==> src/core/rvq_pkg.sv <==
`default_nettype none

package rvq_pkg;

    // ------------------------------------------------------------
    // Register indices (byte address is four times the index)
    // ------------------------------------------------------------
    localparam logic [5:0] IDX_CTRL_A = 6'h16;  // Report delay low, max time
    localparam logic [5:0] IDX_CTRL_B = 6'h17;  // Delay bit 2, timeout, confirm
    localparam logic [5:0] IDX_CTRL_C = 6'h18;  // Enable, assertion time
    localparam logic [5:0] IDX_RSVD_LO = 6'h19; // First reserved register
    localparam logic [5:0] IDX_RSVD_HI = 6'h1c; // Last reserved register
    localparam logic [5:0] IDX_LINE_V = 6'h1d;  // Line voltage status
    localparam logic [5:0] IDX_IRQ_STS = 6'h1e; // Sticky event status
    localparam logic [5:0] IDX_IRQ_MSK = 6'h1f; // Event mask

    // ------------------------------------------------------------
    // Reset values
    // ------------------------------------------------------------
    localparam logic [7:0] RST_CTRL_A = 8'h00;
    localparam logic [7:0] RST_CTRL_B = 8'h2d;
    localparam logic [7:0] RST_CTRL_C = 8'h19;

    // ------------------------------------------------------------
    // Field positions
    // ------------------------------------------------------------
    localparam int DLY_LO_MSB = 7;  // Control A: report delay bits 1:0
    localparam int DLY_LO_LSB = 6;
    localparam int MAXT_MSB = 5;    // Control A: max time field
    localparam int DLY_HI_BIT = 7;  // Control B: report delay bit 2
    localparam int TMO_MSB = 6;     // Control B: end timeout code
    localparam int TMO_LSB = 3;
    localparam int CONF_MSB = 2;    // Control B: confirm interval code
    localparam int ENA_BIT = 7;     // Control C: qualify enable
    localparam int ASRT_MSB = 5;    // Control C: assertion time field
    localparam int LV_MSB = 6;      // Line voltage field
    localparam int EV_VALID = 0;    // Status: ring became valid
    localparam int EV_END = 1;      // Status: ringing finished
    localparam int EV_BAD = 2;      // Status: ring invalidated

    // ------------------------------------------------------------
    // Timing
    // ------------------------------------------------------------
    localparam int CLK_NS = 100;       // Clock period in ns
    localparam int TICK_US = 1000;     // Base tick in us
    localparam int TICK_CYC = (TICK_US * 1000) / CLK_NS;
    localparam logic [10:0] TMO_STEP_MS = 11'h080;  // Timeout step, 128 ms
    // Confirm interval per code, in ms
    localparam logic [10:0] CONF_MS_0 = 11'h064;
    localparam logic [10:0] CONF_MS_1 = 11'h096;
    localparam logic [10:0] CONF_MS_2 = 11'h0c8;
    localparam logic [10:0] CONF_MS_3 = 11'h100;
    localparam logic [10:0] CONF_MS_4 = 11'h180;
    localparam logic [10:0] CONF_MS_5 = 11'h200;
    localparam logic [10:0] CONF_MS_6 = 11'h280;
    localparam logic [10:0] CONF_MS_7 = 11'h400;
    // Report delay per code, in ms
    localparam logic [10:0] DLY_MS_NONE = 11'h000;
    localparam logic [10:0] DLY_MS_1 = 11'h100;
    localparam logic [10:0] DLY_MS_2 = 11'h200;
    localparam logic [10:0] DLY_MS_7 = 11'h700;

    // Qualifier states
    typedef enum logic [1:0] {
        RVQ_IDLE = 2'b00,
        RVQ_QUAL = 2'b01,
        RVQ_DELAY = 2'b10,
        RVQ_VALID = 2'b11
    } rvq_state_t;

endpackage

`default_nettype wire

==> src/core/rvq_ring_qualifier.sv <==
// Operation
// RL1: Programmable delay before reporting validated ring.
// RL2: Ringing ends after timeout code times 128ms.
// RL3: Ring must stay in tolerance for confirm interval.
// RL4: Validation applies only while enable bit set.
// RL5: Each event reloads timer with assertion time.
// RL6: Event after timer expiry means frequency too low.
// RL7: Event while timer exceeds max means too high.
// RL8: Assertion minus max sets shortest event spacing.
// RL9: Software sets assertion time for lowest frequency.
// RL10: Software writes zero to reserved bits.
// RL11: Line voltage read back, one volt per LSB.
// RL12: Disabled validation passes detections straight through.
//
// The Wishbone slave port was chosen for this implementation.
`timescale 1ns/1ps
`default_nettype none

module rvq_ring_qualifier #(
    parameter int unsigned TICK_CYC = rvq_pkg::TICK_CYC
) (
    input wire logic clk_i,
    input wire logic rst_i,
    input wire logic wb_cyc_i,
    input wire logic wb_stb_i,
    input wire logic wb_we_i,
    input wire logic [7:0] wb_adr_i,
    input wire logic [3:0] wb_sel_i,
    input wire logic [31:0] wb_dat_i,
    output logic [31:0] wb_dat_o,
    output logic wb_ack_o,
    input wire logic ring_event_i,
    input wire logic [6:0] line_volts_i,
    output logic ring_valid_o,
    output logic irq_o
);

    // ------------------------------------------------------------
    // State record
    // ------------------------------------------------------------
    typedef struct packed {
        rvq_pkg::rvq_state_t state; // Qualifier state
        logic [13:0] tick_cnt;      // Clock divider for 1 ms tick
        logic ms_tick;              // One-cycle 1 ms strobe
        logic half;                 // Halves tick rate to 2 ms
        logic [5:0] qtmr;           // Qualification down-counter
        logic [10:0] elapsed;       // ms since QUAL or DELAY entry
        logic [10:0] quiet;         // ms since last event
        logic [7:0] ctrl_a;         // Control A
        logic [7:0] ctrl_b;         // Control B
        logic [7:0] ctrl_c;         // Control C
        logic [2:0] sts;            // Sticky event flags
        logic [2:0] msk;            // Event mask
        logic ack;                  // Bus acknowledge
        logic [31:0] dat;           // Bus read data
        logic valid;                // Ring valid indication
        logic irq;                  // Interrupt line
    } rvq_regs_t;

    rvq_regs_t r_ff;     // Registered state
    rvq_regs_t nxt_r;    // Next state

    // Decoded fields
    logic ena;
    logic [5:0] asrt_time;
    logic [5:0] max_time;
    logic [3:0] tmo_code;
    logic [2:0] dly_code;
    logic [10:0] conf_ms;
    logic [10:0] dly_ms;
    logic [10:0] tmo_ms;
    logic [5:0] idx;
    logic bus_req;
    logic wr_b0;
    logic [2:0] ev;

    assign ena = r_ff.ctrl_c[rvq_pkg::ENA_BIT];
    assign asrt_time = r_ff.ctrl_c[rvq_pkg::ASRT_MSB:0];
    assign max_time = r_ff.ctrl_a[rvq_pkg::MAXT_MSB:0];
    assign tmo_code = r_ff.ctrl_b[rvq_pkg::TMO_MSB:rvq_pkg::TMO_LSB];
    assign dly_code = {r_ff.ctrl_b[rvq_pkg::DLY_HI_BIT],
                       r_ff.ctrl_a[rvq_pkg::DLY_LO_MSB:rvq_pkg::DLY_LO_LSB]};
    assign idx = wb_adr_i[7:2];
    assign bus_req = wb_cyc_i && wb_stb_i && !r_ff.ack;
    assign wr_b0 = bus_req && wb_we_i && wb_sel_i[0];

    // ------------------------------------------------------------
    // Interval lookups
    // ------------------------------------------------------------
    // Confirm interval per code
    always_comb begin
        case (r_ff.ctrl_b[rvq_pkg::CONF_MSB:0])
            3'h0: conf_ms = rvq_pkg::CONF_MS_0;
            3'h1: conf_ms = rvq_pkg::CONF_MS_1;
            3'h2: conf_ms = rvq_pkg::CONF_MS_2;
            3'h3: conf_ms = rvq_pkg::CONF_MS_3;
            3'h4: conf_ms = rvq_pkg::CONF_MS_4;
            3'h5: conf_ms = rvq_pkg::CONF_MS_5;
            3'h6: conf_ms = rvq_pkg::CONF_MS_6;
            default: conf_ms = rvq_pkg::CONF_MS_7;
        endcase
    end

    // Report delay per code; undefined codes give no delay
    always_comb begin
        case (dly_code)
            3'h1: dly_ms = rvq_pkg::DLY_MS_1;
            3'h2: dly_ms = rvq_pkg::DLY_MS_2;
            3'h7: dly_ms = rvq_pkg::DLY_MS_7;
            default: dly_ms = rvq_pkg::DLY_MS_NONE;
        endcase
    end

    // Timeout limit; the illegal code zero acts as code one
    always_comb begin
        if (tmo_code == 4'h0) begin
            tmo_ms = rvq_pkg::TMO_STEP_MS;
        end else begin
            tmo_ms = {tmo_code, 7'h00};
        end
    end

    // ------------------------------------------------------------
    // Next-state logic
    // ------------------------------------------------------------
    always_comb begin
        nxt_r = r_ff;
        ev = 3'h0;

        // Millisecond tick, 2 ms sub-rate
        nxt_r.ms_tick = 1'b0;
        if (r_ff.tick_cnt == 14'(TICK_CYC - 1)) begin
            nxt_r.tick_cnt = 14'h0000;
            nxt_r.ms_tick = 1'b1;
        end else begin
            nxt_r.tick_cnt = r_ff.tick_cnt + 14'h0001;
        end
        if (r_ff.ms_tick) begin
            nxt_r.half = !r_ff.half;
            if (r_ff.elapsed != 11'h7ff) begin
                nxt_r.elapsed = r_ff.elapsed + 11'h001;
            end
            if (r_ff.quiet != 11'h7ff) begin
                nxt_r.quiet = r_ff.quiet + 11'h001;
            end
        end
        // RL5: timer decrements at 2 ms
        if (r_ff.ms_tick && r_ff.half && r_ff.qtmr != 6'h00) begin
            nxt_r.qtmr = r_ff.qtmr - 6'h01;
        end
        if (ring_event_i) begin
            nxt_r.quiet = 11'h000;
        end

        if (!ena) begin
            // RL4: qualifier idle when disabled
            nxt_r.state = rvq_pkg::RVQ_IDLE;
            // RL12: direct pass, timers cleared
            nxt_r.qtmr = 6'h00;
            nxt_r.elapsed = 11'h000;
            nxt_r.quiet = 11'h000;
            nxt_r.valid = ring_event_i;
            if (ring_event_i && !r_ff.valid) begin
                ev[rvq_pkg::EV_VALID] = 1'b1;
            end
        end else begin
            case (r_ff.state)
                rvq_pkg::RVQ_IDLE: begin
                    nxt_r.valid = 1'b0;
                    if (ring_event_i) begin
                        // RL5: first event loads timer
                        nxt_r.state = rvq_pkg::RVQ_QUAL;
                        nxt_r.qtmr = asrt_time;
                        nxt_r.elapsed = 11'h000;
                        nxt_r.half = 1'b0;
                    end
                end
                rvq_pkg::RVQ_QUAL: begin
                    if (ring_event_i) begin
                        if (r_ff.qtmr == 6'h00) begin
                            // RL6: too low, invalidate
                            nxt_r.state = rvq_pkg::RVQ_IDLE;
                            ev[rvq_pkg::EV_BAD] = 1'b1;
                        end else if (r_ff.qtmr > max_time) begin
                            // RL7: too high; RL8 min spacing
                            nxt_r.state = rvq_pkg::RVQ_IDLE;
                            ev[rvq_pkg::EV_BAD] = 1'b1;
                        end else begin
                            // RL5: reload on accepted event
                            nxt_r.qtmr = asrt_time;
                            nxt_r.half = 1'b0;
                        end
                    end else if (r_ff.quiet >= tmo_ms) begin
                        // RL2: ring stopped before confirm
                        nxt_r.state = rvq_pkg::RVQ_IDLE;
                    end else if (r_ff.elapsed >= conf_ms) begin
                        // RL3: confirm interval met
                        nxt_r.state = rvq_pkg::RVQ_DELAY;
                        nxt_r.elapsed = 11'h000;
                    end
                end
                rvq_pkg::RVQ_DELAY: begin
                    if (!ring_event_i && r_ff.quiet >= tmo_ms) begin
                        // RL2: ring ended during delay
                        nxt_r.state = rvq_pkg::RVQ_IDLE;
                    end else if (r_ff.elapsed >= dly_ms) begin
                        // RL1: report after delay
                        nxt_r.state = rvq_pkg::RVQ_VALID;
                        nxt_r.valid = 1'b1;
                        ev[rvq_pkg::EV_VALID] = 1'b1;
                    end
                end
                default: begin
                    if (!ring_event_i && r_ff.quiet >= tmo_ms) begin
                        // RL2: ringing finished
                        nxt_r.state = rvq_pkg::RVQ_IDLE;
                        nxt_r.valid = 1'b0;
                        ev[rvq_pkg::EV_END] = 1'b1;
                    end
                end
            endcase
        end

        // Register writes, low byte lane only
        nxt_r.ack = bus_req;
        if (wr_b0) begin
            if (idx == rvq_pkg::IDX_CTRL_A) begin
                nxt_r.ctrl_a = wb_dat_i[7:0];
            end else if (idx == rvq_pkg::IDX_CTRL_B) begin
                nxt_r.ctrl_b = wb_dat_i[7:0];
            end else if (idx == rvq_pkg::IDX_CTRL_C) begin
                nxt_r.ctrl_c = {wb_dat_i[7], 1'b0, wb_dat_i[5:0]};
            end else if (idx == rvq_pkg::IDX_IRQ_MSK) begin
                nxt_r.msk = wb_dat_i[2:0];
            end
        end

        // Sticky flags: write one clears, new event wins
        if (wr_b0 && idx == rvq_pkg::IDX_IRQ_STS) begin
            nxt_r.sts = (r_ff.sts & ~wb_dat_i[2:0]) | ev;
        end else begin
            nxt_r.sts = r_ff.sts | ev;
        end
        nxt_r.irq = |(nxt_r.sts & nxt_r.msk);

        // Read data; unmapped and reserved read zero
        nxt_r.dat = 32'h0000_0000;
        if (bus_req && !wb_we_i) begin
            if (idx == rvq_pkg::IDX_CTRL_A) begin
                nxt_r.dat[7:0] = r_ff.ctrl_a;
            end else if (idx == rvq_pkg::IDX_CTRL_B) begin
                nxt_r.dat[7:0] = r_ff.ctrl_b;
            end else if (idx == rvq_pkg::IDX_CTRL_C) begin
                nxt_r.dat[7:0] = r_ff.ctrl_c;
            end else if (idx == rvq_pkg::IDX_LINE_V) begin
                // RL11: line voltage, 1 V per LSB
                nxt_r.dat[rvq_pkg::LV_MSB:0] = line_volts_i;
            end else if (idx == rvq_pkg::IDX_IRQ_STS) begin
                nxt_r.dat[2:0] = r_ff.sts;
            end else if (idx == rvq_pkg::IDX_IRQ_MSK) begin
                nxt_r.dat[2:0] = r_ff.msk;
            end
        end
    end

    // ------------------------------------------------------------
    // State register
    // ------------------------------------------------------------
    always_ff @(posedge clk_i) begin
        if (rst_i) begin
            r_ff <= '0;
            r_ff.state <= rvq_pkg::RVQ_IDLE;
            r_ff.ctrl_a <= rvq_pkg::RST_CTRL_A;
            r_ff.ctrl_b <= rvq_pkg::RST_CTRL_B;
            r_ff.ctrl_c <= rvq_pkg::RST_CTRL_C;
        end else begin
            r_ff <= nxt_r;
        end
    end

    assign wb_dat_o = r_ff.dat;
    assign wb_ack_o = r_ff.ack;
    assign ring_valid_o = r_ff.valid;
    assign irq_o = r_ff.irq;

    // ------------------------------------------------------------
    // Checks
    // ------------------------------------------------------------
    a_disabled_pass: assert property ( // RL12
        @(posedge clk_i) disable iff (rst_i)
        !ena && !wb_cyc_i |=> ring_valid_o == $past(ring_event_i))
        else $error("disabled pass-through wrong");

    a_enable_gate: assert property ( // RL4
        @(posedge clk_i) disable iff (rst_i)
        !ena |=> r_ff.state == rvq_pkg::RVQ_IDLE)
        else $error("qualifier active while disabled");

    a_timer_reload: assert property ( // RL5
        @(posedge clk_i) disable iff (rst_i)
        ena && !wb_cyc_i && r_ff.state == rvq_pkg::RVQ_IDLE && ring_event_i
        |=> r_ff.qtmr == $past(asrt_time))
        else $error("timer not loaded on event");

    a_low_freq: assert property ( // RL6
        @(posedge clk_i) disable iff (rst_i)
        ena && !wb_cyc_i && r_ff.state == rvq_pkg::RVQ_QUAL
        && ring_event_i && r_ff.qtmr == 6'h00
        |=> r_ff.state == rvq_pkg::RVQ_IDLE && r_ff.sts[2])
        else $error("slow ring not rejected");

    a_high_freq: assert property ( // RL7
        @(posedge clk_i) disable iff (rst_i)
        ena && !wb_cyc_i && r_ff.state == rvq_pkg::RVQ_QUAL
        && ring_event_i && r_ff.qtmr > max_time
        |=> r_ff.state == rvq_pkg::RVQ_IDLE)
        else $error("fast ring not rejected");

    a_confirm_move: assert property ( // RL3
        @(posedge clk_i) disable iff (rst_i)
        ena && !wb_cyc_i && r_ff.state == rvq_pkg::RVQ_QUAL && !ring_event_i
        && r_ff.quiet < tmo_ms && r_ff.elapsed >= conf_ms
        |=> r_ff.state == rvq_pkg::RVQ_DELAY && r_ff.elapsed == 11'h000)
        else $error("confirm interval not honoured");

    a_delay_report: assert property ( // RL1
        @(posedge clk_i) disable iff (rst_i)
        ena && !wb_cyc_i && r_ff.state == rvq_pkg::RVQ_DELAY
        && r_ff.quiet < tmo_ms && r_ff.elapsed < dly_ms
        |=> !ring_valid_o)
        else $error("ring reported before delay");

    // Once the delay has run out the ring must be reported and flagged
    a_delay_done: assert property ( // RL1
        @(posedge clk_i) disable iff (rst_i)
        ena && !wb_cyc_i && r_ff.state == rvq_pkg::RVQ_DELAY
        && (ring_event_i || r_ff.quiet < tmo_ms) && r_ff.elapsed >= dly_ms
        |=> ring_valid_o && r_ff.sts[rvq_pkg::EV_VALID])
        else $error("valid ring not reported after delay");

    a_ring_end: assert property ( // RL2
        @(posedge clk_i) disable iff (rst_i)
        ena && !wb_cyc_i && r_ff.state == rvq_pkg::RVQ_VALID
        && !ring_event_i && r_ff.quiet >= tmo_ms
        |=> !ring_valid_o ##1 !ring_valid_o)
        else $error("ringing end not detected");

    // An invalidation sets its flag even against a same-cycle clear
    a_bad_sticky: assert property ( // RL6
        @(posedge clk_i) disable iff (rst_i)
        ev[rvq_pkg::EV_BAD] |=> r_ff.sts[rvq_pkg::EV_BAD])
        else $error("invalidation status not set");

    a_volts_read: assert property ( // RL11
        @(posedge clk_i) disable iff (rst_i)
        bus_req && !wb_we_i && idx == rvq_pkg::IDX_LINE_V
        |=> wb_ack_o && wb_dat_o == {25'h0, $past(line_volts_i)})
        else $error("line voltage read wrong");

endmodule

`default_nettype wire

==> config.mk <==
export PLATFORM = sky130hd
export DESIGN_NAME = rvq_ring_qualifier
export DESIGN_NICKNAME = d
export VERILOG_FILES = /design/src/core/rvq_pkg.sv /design/src/core/rvq_ring_qualifier.sv
export SDC_FILE = /design/constraint.sdc
export NUM_CORES = 1
export LEC_CHECK = 0
export BUFFER_PORTS_ARGS = -buffer_cell sky130_fd_sc_hd__clkbuf_2
export CORE_AREA = 2 2 120 122
export CTS_CLUSTER_SIZE = 24
export DETAILED_ROUTE_END_ITERATION = 16
export DIE_AREA = 0 0 122 124
export RECOVER_POWER = 100
export SLEW_MARGIN = 20
export SYNTH_ARGS = -nofsm -noshare
export SYNTH_HDL_FRONTEND = slang
export SYNTH_SLANG_ARGS = --single-unit
==> constraint.sdc <==
create_clock -name clk_i -period 3.1 [get_ports clk_i]
set_clock_uncertainty 0.1 [all_clocks]
set_input_delay 0 -clock clk_i [delete_from_list [all_inputs] [get_ports clk_i]]
set_output_delay 0 -clock clk_i [all_outputs]
set_load 0.02 [all_outputs]
==> qor.yml <==
sta:
  fin_crit_sh_pct: 88.9
  fmax_mhz: 363
  slew_headroom_pct: 11.3
  layout_min_cycle_time_ns: 2.76
  tightest_slew_ns: 1.33
  setup_violations: 0
  hold_viol: 0
  slew_viol_final: 0
  rsz0062_at_grt: "no"
  tns_ns: 0
drt:
  dr.pass1.iters: 9
  drt_iter0_drc: 328
  post_drt_wl_per_cell_um: 13.7
  ant_nets: 0
  totalWireLength_um: 11000
  remaining_drc_errors: 0
  viasPerCell: 5.07
  vias: 4075
job:
  cap_violations: 0
floorplanning:
  rows: 43
  core_mm2: 0.0137
  dieArea_mm2: 0.0151
  die_y_um: 124
  chipWidth_um: 122
  start_util_pct: 34.6
  num_io_pins: 92
clock_tree:
  cts-resized-gates: 0
  clock-sinks: 86
  clk_pin_slew_ns: 0.06
  cts_hold_buffers: 16
  root_buffer: "clkbuf_16"
  insertion_delay_ns: 0.35
  htree_levels: 3
  tritoncts: "done"
  clock_path_buffers: 2
  cts_buffers: 9
  cts_setup_buffers: 0
layout:
  fin_nets: 705
  diodes: 0
  fillers: 1377
  instances_no_fill: 803
  layout-drive-gt1-share_pct: 8.67
  area_growth_pct: 13.2
synthesis:
  synth.top_cell.area_share_pct: 36.2
  syn-cell-area_mm2: 0.00475
  synthFlopType: "dfxtp_1"
  synth_largest_area_cell: "dfxtp_1"
  avgSynthCellArea_um2: 8.24
  ys_seq_area_share_pct: 36.2
  synthArstFlopShare_pct: 0
  ys_ff_latch: 86
  syn_inst: 577
  yosys-top-cells-area: "dfxtp_1 (36%), ha_1 (7.9%), buf_4 (5.2%), nand2_1 (5.1%), nor2_1 (4.6%)"
  yosysUniqueCellTypes: 59
  yosys_warnings: 0
  synth_edf_count: 0
critical_path:
  cp.required_ns: 3.25
  worst_setup_path_end_kind: "flop"
  path_max_fanout: 11
  path_class: "reg -> reg"
  critPathLaunchType: "flop"
  arrival_ns: 2.91
run_status:
  status: "finished clean"
placement:
  hpwl_um: 8260
  dp.cells: 771
  gp_congestion: 0.871
  portBuffers: 38
worst_hold_path:
  min_path_type: "in -> reg"
global_route:
  grt_pass1_wl_um: 17900
  track_usage_pct: 15.0
  grt_pass1_vias: 3701
  gr-total-overflow: 0
  grt_max_degree: 29
  antenna_found_initial: 0
pwr:
  p_leak_nw: 2.03
  ir_worst_vdd_v: 0.000243
  powerDensity_mw_per_mm2: 417
state kept, by name, indices dropped and copies added, names as in the netlist:
register,flops
asrt_time,6
dly_code,3
ring_valid_o,1
wb_dat_o,8
r_ff,59
irq_o,1
ena,1
max_time,6
wb_ack_o,1
per-layer routing:
metal | vias to the layer above | routed length [um] | part of all wire [%] | GRT usage, %
met5 | - | 0 | 0 | 0
met4 | 0 | 311 | 2.8 | 7.76
met3 | 21 | 568 | 5.2 | 2.34
met2 | 117 | 4890 | 44 | 23.8
met1 | 1884 | 5220 | 48 | 19.7
li1 | 2053 | - | - | -
Yosys cell counts (3+ instances only):
cell type  count
o21ai_0        8
nor3_1         5
nand2_1       64
nand2b_1       3
mux2_2         3
buf_4         33
and4_1         3
xnor2_1       19
o221ai_1       4
a21o_1         4
nand3_1       37
nand4_1       11
xor2_1        14
a211oi_1       5
ha_1          30
inv_1         33
clkbuf_1      17
a31oi_1        6
nor4_1         7
or3_1          6
nor2_1        58
and3_1        11
a221o_1        5
mux2i_1       10
dfxtp_1       86
nor2b_1        8
a21oi_1       39
a22oi_1        6
path summary, 6_finish.rpt:
kind | endpoint | cells past startpoint | slack, ns | start
hold reg to reg | r_ff[95] | 1 | 0.34 | r_ff[95]
setup / recovery | r_ff[84] | 9 | 0.34 | r_ff[49]
setup reg to reg | r_ff[84] | 9 | 0.34 | r_ff[49]
hold / removal | dly_code[0] | 4 | 0.02 | wb_adr_i[5]
cells by family (layout without fill, tap and decap cells):
family / Yosys count / count (layout) / share of synthesized area [%]
xor+xnor: 33 / 33 / 6.08
fa+ha+maj: 30 / 30 / 7.90
simple gates: 230 / 230 / 23.6
mux: 13 / 13 / 2.82
buf+inv: 85 / 108 / 9.32
flops: 86 / 86 / 36.2
other cells: 1 / 24 / 0.0789
compound gates: 99 / 99 / 14.0
cell usage in the layout, fill, tap and decap left out, types with 5 or more instances in the layout:
cell and instances:
dfxtp_1 86, nand2_1 64, nor2_1 58, a21oi_1 39, nand3_1 37, inv_1 33
ha_1 30, clkbuf_2 27, conb_1 24, xnor2_1 19, dlygate4sd3_1 16, clkbuf_1 15
xor2_1 14, and3_1 11, nand4_1 11, mux2i_1 10, clkbuf_16 9, o21ai_0 8
nor2b_1 8, nor4_1 7, or3_1 6, a31oi_1 6, a22oi_1 6, nor3_1 5
a221o_1 5, a211oi_1 5
worst max-delay path, cell delays in order (launching register included):
cell	delay [ns]
dfxtp_1	0.42
or3_1	0.44
ha_1	0.30
nand4_1	0.12
o21bai_1	0.09
a221o_1	0.29
a31oi_1	0.29
o21ai_0	0.12
clkbuf_1	0.24
a311oi_1	0.25
cell type report:
type                            count  area, um^2  area share, %
Clock buffer                       10         229           4.26
Clock inverter                      6        45.0          0.838
Inverter                           33         124           2.30
Multi-Input combinational cell    429        2670           49.7
Sequential cell                    86        1720           32.0
Tap cell                          180         225           4.19
Timing Repair Buffer               59         363           6.75
stage by stage:
| step | power, W | setup slack [ns] | area [um^2] | hold slack (ns) | utilization (%) |
|---|---|---|---|---|---|
| final | 0.00224 | 0.344 | 5380 | 0.0213 | 39.2 |
| after global routing | 0.00232 | 0.174 | 5380 | 0.0332 | 39.2 |
| after CTS | 0.00227 | 0.455 | 5410 | 0.00734 | 39.4 |
| after detailed placement | 0.00124 | 0.474 | 4970 | 0.163 | 36.2 |
| after global placement | 0.00124 | 0.530 | 4970 | 0.156 | 36.2 |
| after floorplan | 0.00123 | 0.627 | 4840 | 0.0286 | - |
power breakdown:
group	switching [W]	internal, W
sequential	0.00000492	0.00111
clock	0.000462	0.000547
combinational	0.0000785	0.0000408
(Power assumes the default switching activity.)
